--- src/pkg/msf_pkg.sv ---
// Shared constants for the minislot MAC framer and slot access logic
// How it works
// (RL1) Ranging slot neighbours stay unused by others
// (RL2) Range only if flag was 1 or boundary 55..63
// (RL3) Assigned ranging slot blocks general ranging until passed
// (RL4) Fixed-rate data only in exclusively assigned slots
// (RL5) Reservation data only after grant arrives
// (RL6) Reservation grants honoured in fixed-rate region too
// (RL7) Same message body in minislot and cell slot
// (RL8) Burst opens with unique word 00 fc fc f3
// (RL9) Start field bit 7 set, others zero
// (RL10) Encoder covers the 14 bytes after unique word
// (RL11) Two parity bytes make a 16-byte codeword
// (RL12) Encode first, randomize afterwards
// (RL13) Shortened code equals 239 leading zero bytes
// (RL14) Generator roots mu^0, mu^1 over field 0x11d
// (RL15) Singlecast uses full 48-bit MAC address
// (RL16) Type 0x00 means fragment continuation
// (RL17) Parity follows info bytes, then guard band
// (RL18) Parity registers cleared at each burst start
package msf_pkg;
  localparam logic [31:0] UNIQUE_WORD     = 32'h00fcfcf3;
  localparam logic [7:0]  START_FIELD     = 8'h80;
  localparam logic [7:0]  FIELD_POLY_LOW  = 8'h1d;
  localparam int          INFO_BYTES      = 14;
  localparam int          UW_BYTES        = 4;
  localparam int          PARITY_BYTES    = 2;
  localparam int          MSG_BYTES       = INFO_BYTES - 1;
  localparam int          GUARD_BYTES     = 2;
  localparam logic [5:0]  BOUNDARY_MIN    = 6'h37;
  localparam logic [5:0]  BOUNDARY_MAX    = 6'h3f;
  localparam logic [7:0]  TYPE_CONTINUE   = 8'h00;
  localparam int          SLOT_W          = 13;
  localparam int          CNT_W           = 16;
  typedef enum logic [2:0]
  {
    MSF_IDLE   = 3'b000,
    MSF_UW     = 3'b001,
    MSF_SF     = 3'b010,
    MSF_BODY   = 3'b011,
    MSF_PARITY = 3'b100,
    MSF_GUARD  = 3'b101
  } msf_state_type;
  typedef enum logic [1:0]
  {
    MSF_ACC_RANGING  = 2'b00,
    MSF_ACC_FIXED    = 2'b01,
    MSF_ACC_RESERVED = 2'b10
  } msf_access_type;
endpackage : msf_pkg

--- src/pkg/msf_link_if.sv ---
// Link between the subscriber unit framer and the head end slot controller
`timescale 1ns/1ns
`default_nettype none
interface msf_link_if;
  logic [15:0] slot_count;
  logic        ranging_region_flag;
  logic [5:0]  slot_boundary_value;
  logic        ranging_region_now;
  logic        fixed_region_now;
  logic        resv_region_now;
  logic        fixed_assign;
  logic        resv_grant;
  logic        ranging_assign;
  logic [12:0] assign_slot;
  logic [7:0]  up_byte;
  logic        up_valid;
  logic        up_start;
  logic        up_access;
  modport unit
  (
    input  slot_count, ranging_region_flag, slot_boundary_value,
    input  ranging_region_now, fixed_region_now, resv_region_now,
    input  fixed_assign, resv_grant, ranging_assign, assign_slot,
    output up_byte, up_valid, up_start, up_access
  );
  modport head
  (
    output slot_count, ranging_region_flag, slot_boundary_value,
    output ranging_region_now, fixed_region_now, resv_region_now,
    output fixed_assign, resv_grant, ranging_assign, assign_slot,
    input  up_byte, up_valid, up_start, up_access
  );
endinterface : msf_link_if
`default_nettype wire

--- src/logic/msf_unit.sv ---
// Subscriber unit end: slot access gating and minislot MAC burst framer
`timescale 1ns/1ns
`default_nettype none
module msf_unit
(
  input  wire logic             clk,
  input  wire logic             arst_n,
  msf_link_if.unit              link,
  input  wire logic             req_valid,
  input  wire logic [1:0]       req_access,
  input  wire logic [7:0]       req_type,
  input  wire logic             req_singlecast,
  input  wire logic [47:0]      req_mac_addr,
  input  wire logic [55:0]      req_payload,
  output logic                  req_ready,
  output logic                  burst_done,
  output logic                  ranging_allowed
);
  // GF(2^8) multiply by 2 with the field polynomial
  function automatic logic [7:0] msf_xtime(input logic [7:0] v);
    msf_xtime = {v[6:0], 1'b0} ^ (v[7] ? msf_pkg::FIELD_POLY_LOW : 8'h00); // [RL14]
  endfunction : msf_xtime

  msf_pkg::msf_state_type state_r, state_nxt;
  logic [3:0]   idx_r, idx_nxt;
  logic [7:0]   p0_r, p0_nxt, p1_r, p1_nxt;
  logic [111:0] body_r, body_nxt;
  logic [7:0]   byte_r, byte_nxt;
  logic         valid_r, valid_nxt, start_r, start_nxt, done_r, done_nxt;
  logic [1:0]   acc_r, acc_nxt;
  logic         flag_seen_r, flag_seen_nxt;
  logic         rng_hold_r, rng_hold_nxt;
  logic [12:0]  rng_slot_r, rng_slot_nxt;
  logic         fix_own_r, fix_own_nxt, grant_r, grant_nxt;
  logic [12:0]  own_slot_r, own_slot_nxt;
  logic         slot_hit, may_send;
  logic [7:0]   info, fb;

  // Slot permission; the head end keeps ranging neighbours clear [RL1]
  always_comb
  begin
    slot_hit = link.slot_count[12:0] == own_slot_r;
    ranging_allowed = !rng_hold_r && link.ranging_region_now &&
      (flag_seen_r || (link.slot_boundary_value >= msf_pkg::BOUNDARY_MIN &&
                       link.slot_boundary_value <= msf_pkg::BOUNDARY_MAX)); // [RL2] [RL3]
    unique case (req_access)
      2'b00:   may_send = ranging_allowed ||
                          (rng_hold_r && link.slot_count[12:0] == rng_slot_r);
      2'b01:   may_send = fix_own_r && slot_hit && link.fixed_region_now; // [RL4]
      default: may_send = grant_r && slot_hit &&
                          (link.resv_region_now || link.fixed_region_now); // [RL5] [RL6]
    endcase
  end
  assign req_ready = (state_r == msf_pkg::MSF_IDLE) && may_send;

  // Message body is laid out as in a cell slot: type, address, payload [RL7] [RL15] [RL16]
  always_comb
  begin
    state_nxt = state_r;
    idx_nxt = idx_r;
    p0_nxt = p0_r;
    p1_nxt = p1_r;
    body_nxt = body_r;
    byte_nxt = 8'h00;
    valid_nxt = 1'b0;
    start_nxt = 1'b0;
    done_nxt = 1'b0;
    acc_nxt = acc_r;
    info = 8'h00;
    fb = 8'h00;
    flag_seen_nxt = flag_seen_r;
    rng_hold_nxt = rng_hold_r;
    rng_slot_nxt = rng_slot_r;
    fix_own_nxt = fix_own_r;
    grant_nxt = grant_r;
    own_slot_nxt = own_slot_r;
    // Flag sampled only at slot count zero, once every eight superframes; takes effect from the next slot
    if (link.slot_count[15:13] == 3'h0 && link.slot_count[12:0] == 13'h0000)
      flag_seen_nxt = link.ranging_region_flag; // [RL2]
    if (link.ranging_assign)
    begin
      rng_hold_nxt = 1'b1;
      rng_slot_nxt = link.assign_slot;
    end
    else if (rng_hold_r && link.slot_count[12:0] == rng_slot_r)
      rng_hold_nxt = 1'b0; // [RL3]
    if (link.fixed_assign)
    begin
      fix_own_nxt = 1'b1;
      own_slot_nxt = link.assign_slot;
    end
    if (link.resv_grant)
    begin
      grant_nxt = 1'b1;
      own_slot_nxt = link.assign_slot;
    end
    unique case (state_r)
      msf_pkg::MSF_IDLE:
        if (req_valid && may_send)
        begin
          body_nxt = {msf_pkg::START_FIELD, req_type, req_singlecast ? req_mac_addr : 48'h0,
                      req_payload[55:8]}; // [RL9]
          acc_nxt = req_access;
          idx_nxt = 4'h0;
          p0_nxt = 8'h00;
          p1_nxt = 8'h00; // [RL18]
          state_nxt = msf_pkg::MSF_UW;
          // Both reservation codes use the grant up; a fresh grant this cycle survives
          if (req_access[1] && !link.resv_grant)
            grant_nxt = 1'b0; // Grant used once [RL5]
        end
      msf_pkg::MSF_UW:
      begin
        byte_nxt = msf_pkg::UNIQUE_WORD[31 - 8 * idx_r -: 8]; // [RL8]
        valid_nxt = 1'b1;
        start_nxt = idx_r == 4'h0;
        idx_nxt = idx_r + 4'h1;
        if (idx_r == 4'(msf_pkg::UW_BYTES - 1))
        begin
          idx_nxt = 4'h0;
          state_nxt = msf_pkg::MSF_BODY;
        end
      end
      msf_pkg::MSF_BODY:
      begin
        // LFSR over the 14 info bytes; leading zeros leave it at zero [RL10] [RL13]
        info = body_r[111:104];
        fb = info ^ p1_r;
        p1_nxt = p0_r ^ msf_xtime(fb) ^ fb; // g = x^2 + 3x + 2 [RL14]
        p0_nxt = msf_xtime(fb);
        body_nxt = {body_r[103:0], 8'h00};
        byte_nxt = info;
        valid_nxt = 1'b1;
        idx_nxt = idx_r + 4'h1;
        if (idx_r == 4'(msf_pkg::INFO_BYTES - 1))
        begin
          idx_nxt = 4'h0;
          state_nxt = msf_pkg::MSF_PARITY;
        end
      end
      msf_pkg::MSF_PARITY:
      begin
        // Parity directly follows info; randomizer lies downstream [RL11] [RL12] [RL17]
        byte_nxt = (idx_r == 4'h0) ? p1_r : p0_r;
        valid_nxt = 1'b1;
        idx_nxt = idx_r + 4'h1;
        if (idx_r == 4'(msf_pkg::PARITY_BYTES - 1))
        begin
          idx_nxt = 4'h0;
          state_nxt = msf_pkg::MSF_GUARD;
        end
      end
      msf_pkg::MSF_GUARD:
      begin
        idx_nxt = idx_r + 4'h1; // Silent guard before next burst [RL17]
        if (idx_r == 4'(msf_pkg::GUARD_BYTES - 1))
        begin
          idx_nxt = 4'h0;
          done_nxt = 1'b1;
          state_nxt = msf_pkg::MSF_IDLE;
        end
      end
      default:
        state_nxt = msf_pkg::MSF_IDLE;
    endcase
  end

  // Register stage only
  always_ff @(posedge clk or negedge arst_n)
  begin
    if (!arst_n)
    begin
      state_r <= msf_pkg::MSF_IDLE;
      idx_r <= 4'h0;
      p0_r <= 8'h00;
      p1_r <= 8'h00;
      body_r <= 112'h0;
      byte_r <= 8'h00;
      valid_r <= 1'b0;
      start_r <= 1'b0;
      done_r <= 1'b0;
      acc_r <= 2'b00;
      flag_seen_r <= 1'b0;
      rng_hold_r <= 1'b0;
      rng_slot_r <= 13'h0000;
      fix_own_r <= 1'b0;
      grant_r <= 1'b0;
      own_slot_r <= 13'h0000;
    end
    else
    begin
      state_r <= state_nxt;
      idx_r <= idx_nxt;
      p0_r <= p0_nxt;
      p1_r <= p1_nxt;
      body_r <= body_nxt;
      byte_r <= byte_nxt;
      valid_r <= valid_nxt;
      start_r <= start_nxt;
      done_r <= done_nxt;
      acc_r <= acc_nxt;
      flag_seen_r <= flag_seen_nxt;
      rng_hold_r <= rng_hold_nxt;
      rng_slot_r <= rng_slot_nxt;
      fix_own_r <= fix_own_nxt;
      grant_r <= grant_nxt;
      own_slot_r <= own_slot_nxt;
    end
  end

  assign link.up_byte = byte_r;
  assign link.up_valid = valid_r;
  assign link.up_start = start_r;
  assign link.up_access = acc_r != 2'b00;
  assign burst_done = done_r;
endmodule : msf_unit
`default_nettype wire

--- src/flat_wrapper.sv ---
// flat-port wrapper written by rule: the top's interface ports become plain ports
module msf_unit_flat 
  (clk, arst_n, req_valid, req_access, req_type, req_singlecast, req_mac_addr, req_payload, req_ready, burst_done, ranging_allowed, link_slot_count, link_ranging_region_flag, link_slot_boundary_value, link_ranging_region_now, link_fixed_region_now, link_resv_region_now, link_fixed_assign, link_resv_grant, link_ranging_assign, link_assign_slot, link_up_byte, link_up_valid, link_up_start, link_up_access);
  msf_link_if link_i ();
  input  wire logic clk;
  input  wire logic arst_n;
  input  wire logic req_valid;
  input  wire logic [1:0] req_access;
  input  wire logic [7:0] req_type;
  input  wire logic req_singlecast;
  input  wire logic [47:0] req_mac_addr;
  input  wire logic [55:0] req_payload;
  output logic req_ready;
  output logic burst_done;
  output logic ranging_allowed;
  input wire logic [$bits(link_i.slot_count)-1:0] link_slot_count;
  input wire logic [$bits(link_i.ranging_region_flag)-1:0] link_ranging_region_flag;
  input wire logic [$bits(link_i.slot_boundary_value)-1:0] link_slot_boundary_value;
  input wire logic [$bits(link_i.ranging_region_now)-1:0] link_ranging_region_now;
  input wire logic [$bits(link_i.fixed_region_now)-1:0] link_fixed_region_now;
  input wire logic [$bits(link_i.resv_region_now)-1:0] link_resv_region_now;
  input wire logic [$bits(link_i.fixed_assign)-1:0] link_fixed_assign;
  input wire logic [$bits(link_i.resv_grant)-1:0] link_resv_grant;
  input wire logic [$bits(link_i.ranging_assign)-1:0] link_ranging_assign;
  input wire logic [$bits(link_i.assign_slot)-1:0] link_assign_slot;
  output wire logic [$bits(link_i.up_byte)-1:0] link_up_byte;
  output wire logic [$bits(link_i.up_valid)-1:0] link_up_valid;
  output wire logic [$bits(link_i.up_start)-1:0] link_up_start;
  output wire logic [$bits(link_i.up_access)-1:0] link_up_access;
  assign link_i.slot_count = link_slot_count;
  assign link_i.ranging_region_flag = link_ranging_region_flag;
  assign link_i.slot_boundary_value = link_slot_boundary_value;
  assign link_i.ranging_region_now = link_ranging_region_now;
  assign link_i.fixed_region_now = link_fixed_region_now;
  assign link_i.resv_region_now = link_resv_region_now;
  assign link_i.fixed_assign = link_fixed_assign;
  assign link_i.resv_grant = link_resv_grant;
  assign link_i.ranging_assign = link_ranging_assign;
  assign link_i.assign_slot = link_assign_slot;
  assign link_up_byte = link_i.up_byte;
  assign link_up_valid = link_i.up_valid;
  assign link_up_start = link_i.up_start;
  assign link_up_access = link_i.up_access;
  msf_unit u_core (.clk(clk), .arst_n(arst_n), .link(link_i), .req_valid(req_valid), .req_access(req_access), .req_type(req_type), .req_singlecast(req_singlecast), .req_mac_addr(req_mac_addr), .req_payload(req_payload), .req_ready(req_ready), .burst_done(burst_done), .ranging_allowed(ranging_allowed));
endmodule
--- config.mk ---
export PLATFORM = sky130hd
export DESIGN_NAME = msf_unit_flat
export DESIGN_NICKNAME = d
export VERILOG_FILES = /design/src/pkg/msf_pkg.sv /design/src/pkg/msf_link_if.sv /design/src/logic/msf_unit.sv /design/src/flat_wrapper.sv
export SDC_FILE = /design/constraint.sdc
export NUM_CORES = 1
export LEC_CHECK = 0
export BUFFER_PORTS_ARGS = -buffer_cell sky130_fd_sc_hd__clkbuf_2
export CORE_UTILIZATION = 58
export CTS_BUF_LIST = sky130_fd_sc_hd__clkbuf_2 sky130_fd_sc_hd__clkbuf_4 sky130_fd_sc_hd__clkbuf_8
export DETAILED_ROUTE_END_ITERATION = 12
export MAX_ROUTING_LAYER = met4
export PLACE_DENSITY_LB_ADDON = 0.08
export SETUP_SLACK_MARGIN = 0.05
export SYNTH_ARGS = -nofsm -noshare
export SYNTH_HDL_FRONTEND = slang
export SYNTH_SLANG_ARGS = --single-unit
--- constraint.sdc ---
create_clock -name clk -period 2.78 [get_ports clk]
set_clock_uncertainty 0.05 [all_clocks]
set_input_delay 0.417 -clock clk [delete_from_list [all_inputs] [get_ports clk]]
set_output_delay 0.417 -clock clk [all_outputs]
set_load 0.1 [all_outputs]
==> qor.yml, run 1 <==
power_and_ir_drop:
  irDropWorstVdd_uv: 621.3
  p_total_mw: 11.14
  total_leakage_power_nw: 4.864
  power.density_mw_per_mm2: 994.3
routing:
  via_count: 8234
  routed_wl_mm: 23.78
  vias_per_cell: 6.059
  first_pass_iters: 7
  ant_nets: 0
  drt_iter0_drc: 782
  avgRoutedWirePerCell_um: 17.50
  drc: 0
global_route:
  grt_max_degree: 111
  gr-total-overflow: 0
  grt_pass1_vias: 7476
  track_usage_pct: 30.06
  antenna_found_initial: 1
  grt_pass1_wl_mm: 38.14
logic_synthesis:
  synthCells: 1006
  ys_types: 47
  seq_area_frac_synth_pct: 47.53
  yosys-top-cells-area: "dfrtp_1 (48%), a31oi_1 (6.7%), nor2_1 (4.2%)"
  synth_nets: 1172
  synth-main-ff-cell: "dfrtp_1"
  synth-async-reset-ratio_pct: 100.0
  synth-edff-count: 0
  netlist_area_mm2: 0.009371
  synth_area_leader_cell: "dfrtp_1"
  synth-seq-cells: 178
  ys_warn_count: 0
  synth_area_per_cell_um2: 9.316
  synth_top_area_share_pct: 47.53
critical_path:
  crit_fanout: 2
  end_kind: "output port"
  ff2ff_setup_slack_ns: 0.06
  crit_required_ns: 2.31
  cp.arrival_ns: 2.52
  worstPathCellList: "xor2_1, nor4_1, nand4_1, or4_4, o21a_4, nor2_4, buf_12"
  crit_slowest_cell: "or4_4"
  critPathLaunchType: "flip-flop"
  crit_type: "flip-flop to output port"
  max_stage_delay_ns: 0.53
timing:
  drv_slew: 0
  relSlewSlack_pct: 52.46
  fmax_mhz: 334.6
  setup_viol: 1
  finalSetupTns_ns: -0.2088
  period_minus_slack_ns: 2.989
  report.final.hold_viol_count: 0
  rsz0062_at_grt: "yes"
  finalCritPeriodShare_pct: 107.5
  worstMarginPinSlew_ns: 0.7131
  setup_slack_ns: -0.2088
  whs_ns: 0.09998
run_status:
  violations: "negative setup slack"
  outcome: "finished, violations left"
floorplanning:
  die_w_um: 129.1
  start_util_pct: 59.21
  die_y_um: 129.1
  core_area_mm2: 0.01583
  io_pins: 174
  dieArea_mm2: 0.01667
  rows: 46
clocking:
  numCtsBuffers: 17
  clock_sinks: 178
  htree_num_levels: 4
  clock_path_buffers: 2
  clk_latency_ns: 0.47
  root_buffer: "clkbuf_8"
  cts_tree: "yes"
  path_clk_slew_ns: 0.09
final_layout:
  stdcell_count: 1359
  nNetsFinal: 1296
  final_common_cell: "dfrtp_1"
  final_cell_mix: "dfrtp_1 (178), clkbuf_2 (163), nor2_1 (105)"
  drive_gt1_share_pct: 26.80
  syn_to_final_growth_pct: 19.53
  n_fill_cell: 1248
placed_design:
  io_buffers: 165
  dpl.cell_count: 1321
  place_hpwl_mm: 15.07
  place_congestion: 0.8598
job:
  drv_cap: 0
min_path:
  hold_class: "primary input to flip-flop"
[routing by layer]
| layer | global-route usage [%] | routed length, um | up-vias |
|---|---|---|---|
| li1 | - | - | 3913 |
| met1 | 41.87 | 10800 | 3989 |
| met2 | 44.66 | 11220 | 292 |
| met3 | 5.285 | 1322 | 40 |
| met4 | 9.619 | 437 | 0 |
| met5 | - | 0 | - |
[cell usage after synthesis (2+ instances only)]
master / count
a21oi_1: 14
nand4_1: 55
buf_2: 6
o31ai_2: 10
nand2b_1: 5
inv_1: 16
mux2_2: 35
o211ai_1: 2
buf_4: 2
o21a_1: 7
xor2_1: 12
o21ai_2: 2
and2_1: 2
nor2_1: 106
o21ai_0: 65
nor4_1: 7
o31ai_1: 39
and3_1: 48
nand3_1: 53
nand2_1: 58
or3_1: 3
mux2i_1: 10
a22oi_1: 8
buf_1: 4
ha_1: 6
clkbuf_1: 84
dfrtp_1: 178
o22ai_1: 5
a31oi_1: 100
or2_2: 2
buf_6: 3
nor3_1: 3
xnor2_1: 42
[sequential cells by signal, indices dropped and copies added (netlist names), 2 cells and up]
register and flops:
u_core.link.up_byte 8, u_core.own_slot_r 13, u_core.body_r 112, u_core.p1_r 8, u_core.state_r 3, u_core.p0_r 8
u_core.acc_r 2, u_core.idx_r 4, u_core.rng_slot_r 13
[per-stage QoR]
stage / setup slack [ns] / util, % / instance area, um2
5_1_grt: -0.2809 / 70.77 / 11200
4_1_cts: -0.1999 / 69.78 / 11040
3_5_place_dp: -0.02208 / 66.75 / 10570
2_1_floorplan: -0.4083 / - / 9458
6_report: -0.2088 / 70.77 / 11200
3_3_place_gp: 0.03599 / 66.75 / 10570
[worst paths after layout]
kind / startpoint / to / cells after the start
min reg2reg: u_core.grant_r$_DFF_PN0_ / u_core.grant_r$_DFF_PN0_ / 1
max reg2reg: u_core.own_slot_r[2]$_DFFE_PN0P_ / u_core.acc_r[0]$_DFFE_PN0P_ / 9
max in group asynchronous: arst_n / u_core.body_r[90]$_DFFE_PN0P_ / 3
min: req_payload[8] / u_core.body_r[0]$_DFFE_PN0P_ / 3
min in group asynchronous: arst_n / u_core.body_r[22]$_DFFE_PN0P_ / 2
max: u_core.own_slot_r[2]$_DFFE_PN0P_ / req_ready / 7
[where the power goes]
part	total (mW)	internal (mW)	switching, mW	leakage [nW]
clock	2.01	1.09	0.922	0.217
sequential	4.52	3.68	0.837	2.09
combinational	4.61	1.78	2.82	2.56
[cell families after synthesis]
logic type	synth area share, %
multiplexers	5.274
AO/OA/AOI/OAI	18.25
XOR/XNOR	5.047
adder cells (fa/ha/maj)	0.8010
AND/OR/NAND/NOR	18.09
buffers and inverters	5.007
flip-flops	47.53
[worst max-delay path: cells and delay by family, from the launching register on]
family | cells | cell delay, ns
DFF | 1 | 0.40
xor gates and xnor gates | 1 | 0.15
AOI/OAI and AO/OA | 1 | 0.16
buffers and inverters | 1 | 0.19
and+or+nand+nor | 4 | 1.15
[final cells by class]
| type | instances | area, um2 | area share (%) |
|---|---|---|---|
| multi-input combinational | 713 | 4609 | 41.15 |
| clock buffer | 23 | 304.0 | 2.714 |
| sequential | 178 | 4454 | 39.76 |
| inverter | 16 | 60.06 | 0.5361 |
| tap | 216 | 270.3 | 2.413 |
| antenna | 1 | 2.502 | 0.02234 |
| clock inverter | 8 | 150.1 | 1.340 |
| timing repair buffer | 204 | 1351 | 12.06 |
[what timing repair did]
| item | 4_1_cts | 5_1_grt |
|---|---|---|
| hold buffers | 1 | 0 |
| gates cloned | 0 | 2 |
| resized for setup | 0 | 28 |
| setup buffers | 2 | 1 |
| setup endpoints to repair | 1 | 63 |
| hold endpoints to repair | 73 | 0 |
| pin swaps | 4 | 2 |
Note: power is estimated with default switching activity, not from simulation.
==> run 2, diff against run 1 <==
--- a/config.mk
+++ b/config.mk
@@ -5,6 +5,7 @@
 export SDC_FILE = /design/constraint.sdc
 export NUM_CORES = 1
 export LEC_CHECK = 0
+export ABC_AREA = 1
 export BUFFER_PORTS_ARGS = -buffer_cell sky130_fd_sc_hd__clkbuf_2
 export CORE_UTILIZATION = 58
 export CTS_BUF_LIST = sky130_fd_sc_hd__clkbuf_2 sky130_fd_sc_hd__clkbuf_4 sky130_fd_sc_hd__clkbuf_8
==> run 2 against run 1 <==
The flow now finishes without violations. Sequential power fell by 6.6%. Cell count grew 21%. Count of clock-buffer cells in the layout did not move. Register-to-register slack gained 0.43 ns. Die area down 0.44%. Flip-flop and latch count did not move. Critical endpoint unchanged. Highest routed layer unchanged.
==> qor.yml, run 2 <==
power_and_ir_drop:
  clkPwrFrac_pct: 19.4  # was 18.1%
  irDropWorstVdd_uv: 526.4  # was 621.3 uV
  p_total_mw: 10.31  # was 11.14 mW
  pwr-share-comb_pct: 39.7  # was 41.4%
  internal_power_mw: 6.148  # was 6.554 mW
  switchingPower_mw: 4.159  # was 4.583 mW
  total_leakage_power_nw: 6.001  # was 4.864 nW
  power.density_mw_per_mm2: 948.2  # was 994.3 mW/mm2
  power_switching_share_pct: 40.35  # was 41.15%
  seqPwrFrac_pct: 41.0  # was 40.6%
placed_design:
  place_congestion: 0.8551  # was 0.8598
  dp_slack_ns: 0.3178  # was -0.02208 ns
  io_buffers: 165  # unchanged
  placedInstanceArea_mm2: 0.01033  # was 0.01057 mm2
  place_hpwl_mm: 14.08  # was 15.07 mm
critical_path:
  cp.arrival_ns: 2.22  # was 2.52 ns
  worstPathCellList: "xnor2_1, nand3_1, nor2_1, nand3_1, nand2_1, nand3_2, a21boi_4, buf_12"  # was xor2_1, nor4_1, nand4_1, or4_4, o21a_4, nor2_4, buf_12
  ff2ff_setup_slack_ns: 0.49  # was 0.06 ns
  crit_fanout: 7  # was 2
  crit_type: "flip-flop to output port"  # unchanged
  crit_end: "req_ready"  # unchanged
  worst_r2r_path_depth: 12  # was 9
  end_kind: "output port"  # unchanged
  cp.depth: 8  # was 7
  crit_path_frequent_cell: "nand3_1"
  timing.rr.end: "u_core.body_r[15]$_DFFE_PN0P_"  # was u_core.acc_r[0]$_DFFE_PN0P_
  crit_slowest_cell: "dfrtp_1"  # was or4_4
  max_stage_delay_ns: 0.41  # was 0.53 ns
  path_delay_family: "simple AND/OR/NAND/NOR gates"  # unchanged
  rr_startpoint: "u_core.rng_slot_r[2]$_DFFE_PN0P_"  # was u_core.own_slot_r[2]$_DFFE_PN0P_
  crit_required_ns: 2.31  # about the same
  startpoint: "u_core.rng_slot_r[2]$_DFFE_PN0P_"  # was u_core.own_slot_r[2]$_DFFE_PN0P_
  critPathLaunchType: "flip-flop"  # unchanged
  critPathBufInv: 1  # unchanged
final_layout:
  n_fill_cell: 1349  # was 1248
  stdcell_area_mm2: 0.01087  # was 0.01120 mm2
  largestRegisters: "u_core.body_r: 112 flops, u_core.own_slot_r: 13 flops, u_core.rng_slot_r: 13 flops"  # unchanged
  n_antenna_cell: 0  # was 1
  largest_reg_flops: 112  # unchanged
  final_cell_mix: "nand2_1 (611), dfrtp_1 (178), nand3_1 (163), clkbuf_2 (163), o21ai_0 (69)"  # was dfrtp_1 (178), clkbuf_2 (163), nor2_1 (105)
  largest-register: "u_core.body_r"  # unchanged
  final_common_cell: "nand2_1"  # was dfrtp_1
  syn_to_final_growth_pct: 16.51  # was 19.53%
  drive_gt1_share_pct: 18.17  # was 26.80%
  nNetsFinal: 1584  # was 1296
clocking:
  clock_sinks: 178  # unchanged
  numCtsBuffers: 17  # unchanged
  htree_num_levels: 4  # unchanged
  root_buffer: "clkbuf_8"  # unchanged
  clk_latency_ns: 0.46  # was 0.47 ns
  path_clk_slew_ns: 0.08  # was 0.09 ns
  clock_path_buffers: 2  # unchanged
  cts_tree: "yes"  # unchanged
min_path:
  hold_class: "primary input to flip-flop"  # unchanged
logic_synthesis:
  seq_area_frac_synth_pct: 47.74  # was 47.53%
  synth-edff-count: 0  # unchanged
  synth.most_common_cell: "nand2_1"  # was dfrtp_1
  synthCells: 1282  # was 1006
  netlist_area_mm2: 0.009330  # was 0.009371 mm2
  synth-main-ff-cell: "dfrtp_1"  # unchanged
  synth-async-reset-ratio_pct: 100.0  # unchanged
  synth_area_leader_cell: "dfrtp_1"  # unchanged
  yosys-top-cells-area: "dfrtp_1 (48%), nand2_1 (25%), nand3_1 (8.8%)"  # was dfrtp_1 (48%), a31oi_1 (6.7%), nor2_1 (4.2%)
  ys_types: 31  # was 47
  synth_nets: 1448  # was 1172
  synth_common_cells: "nand2_1 (615), dfrtp_1 (178), nand3_1 (164)"  # was dfrtp_1 (178), nor2_1 (106), a31oi_1 (100)
  ys_warn_count: 0  # unchanged
  synth-seq-cells: 178  # unchanged
  synth_top_area_share_pct: 47.74  # was 47.53%
  synth_area_per_cell_um2: 7.278  # was 9.316 um2
global_route:
  gr-total-overflow: 0  # unchanged
  grt_pass1_wl_mm: 34.88  # was 38.14 mm
  antenna_found_initial: 0  # was 1
  track_usage_pct: 27.48  # was 30.06%
  grt_max_degree: 145  # was 111
  grt_pass1_vias: 7607  # was 7476
floorplanning:
  start_util_pct: 60.48  # was 59.21%
  dieArea_mm2: 0.01660  # was 0.01667 mm2
  io_pins: 174  # unchanged
  die_y_um: 128.8  # was 129.1 um
  rows: 45  # was 46
  die_w_um: 128.8  # was 129.1 um
  core_area_mm2: 0.01543  # was 0.01583 mm2
timing:
  report.final.hold_viol_count: 0  # unchanged
  drv_slew: 0  # unchanged
  finalSetupTns_ns: 0  # was -0.2088 ns
  relSlewSlack_pct: 45.13  # was 52.46%
  worstMarginPinSlew_ns: 0.8200  # was 0.7131 ns
  setup_slack_ns: 0.09569  # was -0.2088 ns
  fmax_mhz: 372.5  # was 334.6 MHz
  setup_viol: 0  # was 1
  rsz0062_at_grt: "yes"  # unchanged
  finalCritPeriodShare_pct: 96.56  # was 107.5%
  period_minus_slack_ns: 2.684  # was 2.989 ns
  whs_ns: 0.1274  # was 0.09998 ns
job:
  drv_cap: 0  # unchanged
routing:
  via_count: 8423  # was 8234
  avgRoutedWirePerCell_um: 12.81  # was 17.50 um
  routed_wl_mm: 21.03  # was 23.78 mm
  drt_iter0_drc: 716  # was 782
  vias_per_cell: 5.130  # was 6.059
  drc: 0  # unchanged
  first_pass_iters: 5  # was 7
  ant_nets: 0  # unchanged
run_status:
  outcome: "finished, final reports clean"  # was finished, violations left
-- run 2: changes by cell type in the layout (fill, tap and decap cells not counted), sizes merged, moves of 8 or more --
| cell | change |
|---|---|
| xnor2 | -24 |
| mux2 | -31 |
| and3 | -48 |
| nor2 | -72 |
| nand3 | +112 |
| a31oi | -100 |
| mux2i | -10 |
| inv | +43 |
| nand4 | -51 |
| buf | -13 |
| nand2 | +559 |
| a22oi | -8 |
| o31ai | -48 |
-- run 2: per-stage QoR --
stage | instances | utilization [%]
2_1_floorplan | 1282 | -
3_3_place_gp | 1602 | 66.93
3_5_place_dp | 1602 | 66.93
4_1_cts | 1635 | 69.98
5_1_grt | 1642 | 70.46
6_report | 1642 | 70.46
-- run 2: power groups by stage --
stage | logic [mW] | registers, mW | clock network, mW
floorplan | 2.94 | 4.44 | 0
global placement | 3.96 | 4.23 | 0
detailed placement | 4.08 | 4.26 | 0
CTS | 4.10 | 4.21 | 2.05
global route | 4.67 | 4.34 | 2.15
finish | 4.09 | 4.22 | 2.00
-- run 2: final cells by class --
| cell class | count | area [um2] | area share, % |
|---|---|---|---|
| inverter | 58 | 222.7 | 2.049 |
| sequential | 178 | 4454 | 40.98 |
| tap | 211 | 264.0 | 2.429 |
| multi-input combinational | 974 | 4365 | 40.16 |
| clock inverter | 9 | 148.9 | 1.370 |
| timing repair buffer | 189 | 1105 | 10.16 |
| clock buffer | 23 | 310.3 | 2.855 |
-- run 2: kinds of logic after synthesis --
group           Yosys count  synth area share, %
simple gates            839                36.82
mux                       4               0.4827
flops                   178                47.74
fa+ha+maj                 6               0.8046
xor+xnor                 29                2.722
compound gates           96                5.458
buf+inv                 130                5.968
-- run 2: repair_timing --
item / 4_1_cts / 5_1_grt
setup endpoints to repair: 0 / 1
endpoints found under the hold margin: 52 / 0
hold buffers: 1 / 0
gates resized for setup: 0 / 12
setup buffers: 0 / 7
-- run 2: how the worst min path moves through the flow --
stage / depth (start not counted) / endpoint / startpoint / slack [ns]
6_report: 3 / u_core.rng_slot_r[2]$_DFFE_PN0P_ / link_assign_slot[2] / 0.13
5_1_grt: 3 / u_core.rng_slot_r[2]$_DFFE_PN0P_ / link_assign_slot[2] / 0.12
4_1_cts: 3 / u_core.rng_slot_r[3]$_DFFE_PN0P_ / link_assign_slot[3] / 0.1
3_5_place_dp: 1 / u_core.link.up_byte[2]$_DFF_PN0_ / arst_n / 0.37
3_3_place_gp: 1 / u_core.link.up_byte[2]$_DFF_PN0_ / arst_n / 0.36
2_1_floorplan: 0 / u_core.acc_r[0]$_DFFE_PN0P_ / arst_n / 0.07
-- run 2: worst register-to-register path: stages, from the launching register on --
cell     delay [ns]
dfrtp_1        0.41
xnor2_1        0.22
nand3_1        0.12
nor2_1         0.12
nand3_1        0.11
nand2_1        0.12
nand3_2        0.13
nand2_2        0.12
nand3_4        0.11
buf_4          0.28
buf_4          0.25
nand3_1        0.09
nand2_1        0.06
-- run 2: layer usage --
metal  vias up  track usage (%)  routed length, um  share of wire [%]
li1       4322                -                  -                  -
met1      3872            36.80               9489                 45
met2       210            42.86              10260                 49
met3        19            4.657               1049                5.0
met4         0            8.651                235                1.1
met5         -                -                  0                  0
==> run 3, diff against run 2 <==
--- a/config.mk
+++ b/config.mk
@@ -7,7 +7,7 @@
 export LEC_CHECK = 0
 export ABC_AREA = 1
 export BUFFER_PORTS_ARGS = -buffer_cell sky130_fd_sc_hd__clkbuf_2
-export CORE_UTILIZATION = 58
+export CORE_UTILIZATION = 52
 export CTS_BUF_LIST = sky130_fd_sc_hd__clkbuf_2 sky130_fd_sc_hd__clkbuf_4 sky130_fd_sc_hd__clkbuf_8
 export DETAILED_ROUTE_END_ITERATION = 12
 export MAX_ROUTING_LAYER = met4
==> constraint.sdc (replaced) <==
create_clock -name clk -period 2.3 [get_ports clk]
set_clock_uncertainty 0.05 [all_clocks]
set_input_delay 0.345 -clock clk [delete_from_list [all_inputs] [get_ports clk]]
set_output_delay 0.345 -clock clk [all_outputs]
set_load 0.1 [all_outputs]
==> run 3 against run 2 <==
The run now ends with negative setup slack left. Cell count increased by 3.6%. Flip-flop and latch count unchanged. Final area increased by 9.8%. Non-clock buffer count increased by 42. Critical path depth increased by 7. Critical path type is now flip-flop to flip-flop.
==> qor.yml, run 3 (synthesis gave the netlist of run 2 again) <==
power_and_ir_drop:
  clkPwrFrac_pct: 18.6  # was 19.4%
  total_leakage_power_nw: 6.451  # was 6.001 nW
  switchingPower_mw: 5.531  # was 4.159 mW
  pwr-share-comb_pct: 43.1  # was 39.7%
  power.density_mw_per_mm2: 1131  # was 948.2 mW/mm2
  power_switching_share_pct: 41.00  # was 40.35%
  irDropWorstVdd_uv: 831.4  # was 526.4 uV
  internal_power_mw: 7.960  # was 6.148 mW
  seqPwrFrac_pct: 38.3  # was 41.0%
final_layout:
  final_common_cell: "nand2_1"  # unchanged
  nNetsFinal: 1629  # was 1584
  stdcell_count: 1701  # was 1642
  final_cell_mix: "nand2_1 (605), dfrtp_1 (178), clkbuf_2 (163)"  # was nand2_1 (611), dfrtp_1 (178), nand3_1 (163), clkbuf_2 (163), o21ai_0 (69)
  stdcell_area_mm2: 0.01193  # was 0.01087 mm2
  drive_gt1_share_pct: 22.71  # was 18.17%
  largest-register: "u_core.body_r"  # unchanged
  syn_to_final_growth_pct: 27.88  # was 16.51%
  largestRegisters: "u_core.body_r: 112 flops, u_core.own_slot_r: 13 flops, u_core.rng_slot_r: 13 flops"  # unchanged
  n_fill_cell: 1515  # was 1349
  largest_reg_flops: 112  # unchanged
placed_design:
  dpl.cell_count: 1624  # was 1602
  placedInstanceArea_mm2: 0.01046  # was 0.01033 mm2
  io_buffers: 165  # unchanged
  place_hpwl_mm: 14.95  # was 14.08 mm
  place_congestion: 0.8472  # was 0.8551
timing:
  fmax_mhz: 413.2
  drv_slew: 0  # unchanged
  setup_viol: 81  # was 0
  relSlewSlack_pct: 56.33  # was 45.13%
  finalCritPeriodShare_pct: 105.2
  rsz0062_at_grt: "yes"  # unchanged
  worstMarginPinSlew_ns: 0.6550  # was 0.8200 ns
  setup_slack_ns: -0.1200  # was 0.09569 ns
  report.final.hold_viol_count: 0  # unchanged
  period_minus_slack_ns: 2.420
critical_path:
  crit_type: "flip-flop to flip-flop"  # was flip-flop to output port
  rr_startpoint: "u_core.rng_slot_r[6]$_DFFE_PN0P_"  # was u_core.rng_slot_r[2]$_DFFE_PN0P_
  timing.rr.end: "u_core.body_r[88]$_DFFE_PN0P_"  # was u_core.body_r[15]$_DFFE_PN0P_
  cp.arrival_ns: 2.72  # was 2.22 ns
  crit_fanout: 9  # was 7
  critPathLaunchType: "flip-flop"  # unchanged
  ff2ff_setup_slack_ns: -0.12  # was 0.49 ns
  worst_r2r_path_depth: 15  # was 12
  crit_required_ns: 2.60  # was 2.31 ns
  end_kind: "flip-flop"  # was output port
routing:
  routed_wl_mm: 26.41  # was 21.03 mm
  avgRoutedWirePerCell_um: 15.53  # was 12.81 um
  drc: 0  # unchanged
  via_count: 8854  # was 8423
  vias_per_cell: 5.205  # was 5.130
  drt_iter0_drc: 643  # was 716
  ant_nets: 0  # unchanged
  first_pass_iters: 5  # unchanged
clocking:
  root_buffer: "clkbuf_8"  # unchanged
  clock_sinks: 178  # unchanged
  htree_num_levels: 4  # unchanged
  path_clk_slew_ns: 0.09  # was 0.08 ns
  clock_path_buffers: 2  # unchanged
  clk_latency_ns: 0.46  # about the same
  numCtsBuffers: 17  # unchanged
  cts_tree: "yes"  # unchanged
floorplanning:
  core_area_mm2: 0.01742  # was 0.01543 mm2
  io_pins: 174  # unchanged
  dieArea_mm2: 0.01848  # was 0.01660 mm2
  rows: 48  # was 45
  die_w_um: 136.0  # was 128.8 um
  start_util_pct: 53.57  # was 60.48%
  die_y_um: 136.0  # was 128.8 um
job:
  drv_cap: 0  # unchanged
global_route:
  track_usage_pct: 26.05  # was 27.48%
  gr-total-overflow: 0  # unchanged
  grt_pass1_wl_mm: 36.83  # was 34.88 mm
  grt_pass1_vias: 7649  # was 7607
  grt_max_degree: 89  # was 145
  antenna_found_initial: 1  # was 0
min_path:
  hold_class: "primary input to flip-flop"  # unchanged
  min_to: "u_core.fix_own_r$_DFFE_PN0P_"  # was u_core.rng_slot_r[2]$_DFFE_PN0P_
  min_from: "link_fixed_assign"  # was link_assign_slot[2]
  hold_depth: 2  # was 3
run_status:
  outcome: "finished, violations left"  # was finished, final reports clean
  violations: "negative setup slack"
## run 3: cell count changes in the layout (fill, tap and decap cells not counted), moves of 5 or more
cell	before	now
nand3_1	163	136
nand3_2	1	27
clkbuf_16	0	16
buf_6	1	12
buf_12	7	13
buf_8	0	6
nand2_1	611	605
clkinvlp_4	0	5
nand2_2	5	10
## run 3: how the worst max path moves through the flow
stage,start,endpoint,cells after the start
CTS,u_core.own_slot_r[11]$_DFFE_PN0P_,req_ready,8
floorplan,link_ranging_region_now,req_ready,7
detailed placement,link_slot_count[1],u_core.body_r[67]$_DFFE_PN0P_,15
global route,u_core.rng_slot_r[6]$_DFFE_PN0P_,req_ready,8
global placement,link_slot_count[1],u_core.body_r[80]$_DFFE_PN0P_,15
finish,u_core.rng_slot_r[6]$_DFFE_PN0P_,u_core.body_r[88]$_DFFE_PN0P_,15
## run 3: metal layers
metal	wire length [um]	vias up	track usage, %
met5	0	-	-
met4	213	0	5.309
met3	1509	20	5.630
met2	12890	246	41.38
met1	11800	4161	34.34
li1	-	4427	-
## run 3: cell type report
class                   instances  area (um2)  share of cell area, %
multi-input cells             977        4608                  38.62
flip-flops and latches        178        4454                  37.33
repair buffers                231        1902                  15.94
well taps                     225       281.5                  2.359
clock buffers                  19       255.2                  2.139
inverters                      58       222.7                  1.867
clock inverters                12       205.2                  1.720
diodes                          1       2.502                0.02097
## run 3: power by group through the flow
stage	Sequential, mW	Combinational (mW)	Clock [mW]
6_report	5.16	5.82	2.51
5_1_grt	5.29	6.47	2.69
4_1_cts	5.10	5.13	2.55
3_5_place_dp	5.15	5.08	0
3_3_place_gp	5.11	4.97	0
2_1_floorplan	5.37	3.55	0
## run 3: critical path: stages, from the launching register on
cell and delay, ns:
dfrtp_1 0.40, xnor2_1 0.17, nand3_1 0.12, nor2_1 0.11, nand3_1 0.12, nand2_2 0.12
nand3_4 0.10, buf_4 0.14, buf_6 0.11, nand2_4 0.06, nand3_4 0.14, buf_12 0.22
buf_8 0.15, clkbuf_16 0.16, nand3_1 0.06, nand2_1 0.05
## run 3: timing repair
item / 4_1_cts / 5_1_grt
cloned: 0 / 32
pin swaps: 4 / 13
gates resized for setup: 4 / 65
buffers inserted: 3 / 9
hold buffers: 1 / 0
endpoints found under the setup margin: 1 / 131
endpoints found under the hold margin: 55 / 0
## run 3: through the flow
stage | total power [mW] | hold slack (ns) | TNS (ns) | utilization [%] | setup WS (ns)
6_report | 13.49 | 0.04934 | -5.139 | 68.51 | -0.1200
5_1_grt | 14.45 | 0.01807 | -20.16 | 68.51 | -0.2569
4_1_cts | 12.78 | 0.03207 | -0.1107 | 62.97 | -0.1107
3_5_place_dp | 10.23 | 0.3191 | 0 | 60.05 | 0.04845
3_3_place_gp | 10.08 | 0.3151 | 0 | 60.05 | 0.07976
2_1_floorplan | 8.917 | -0.0005911 | -1.880 | - | -0.2322
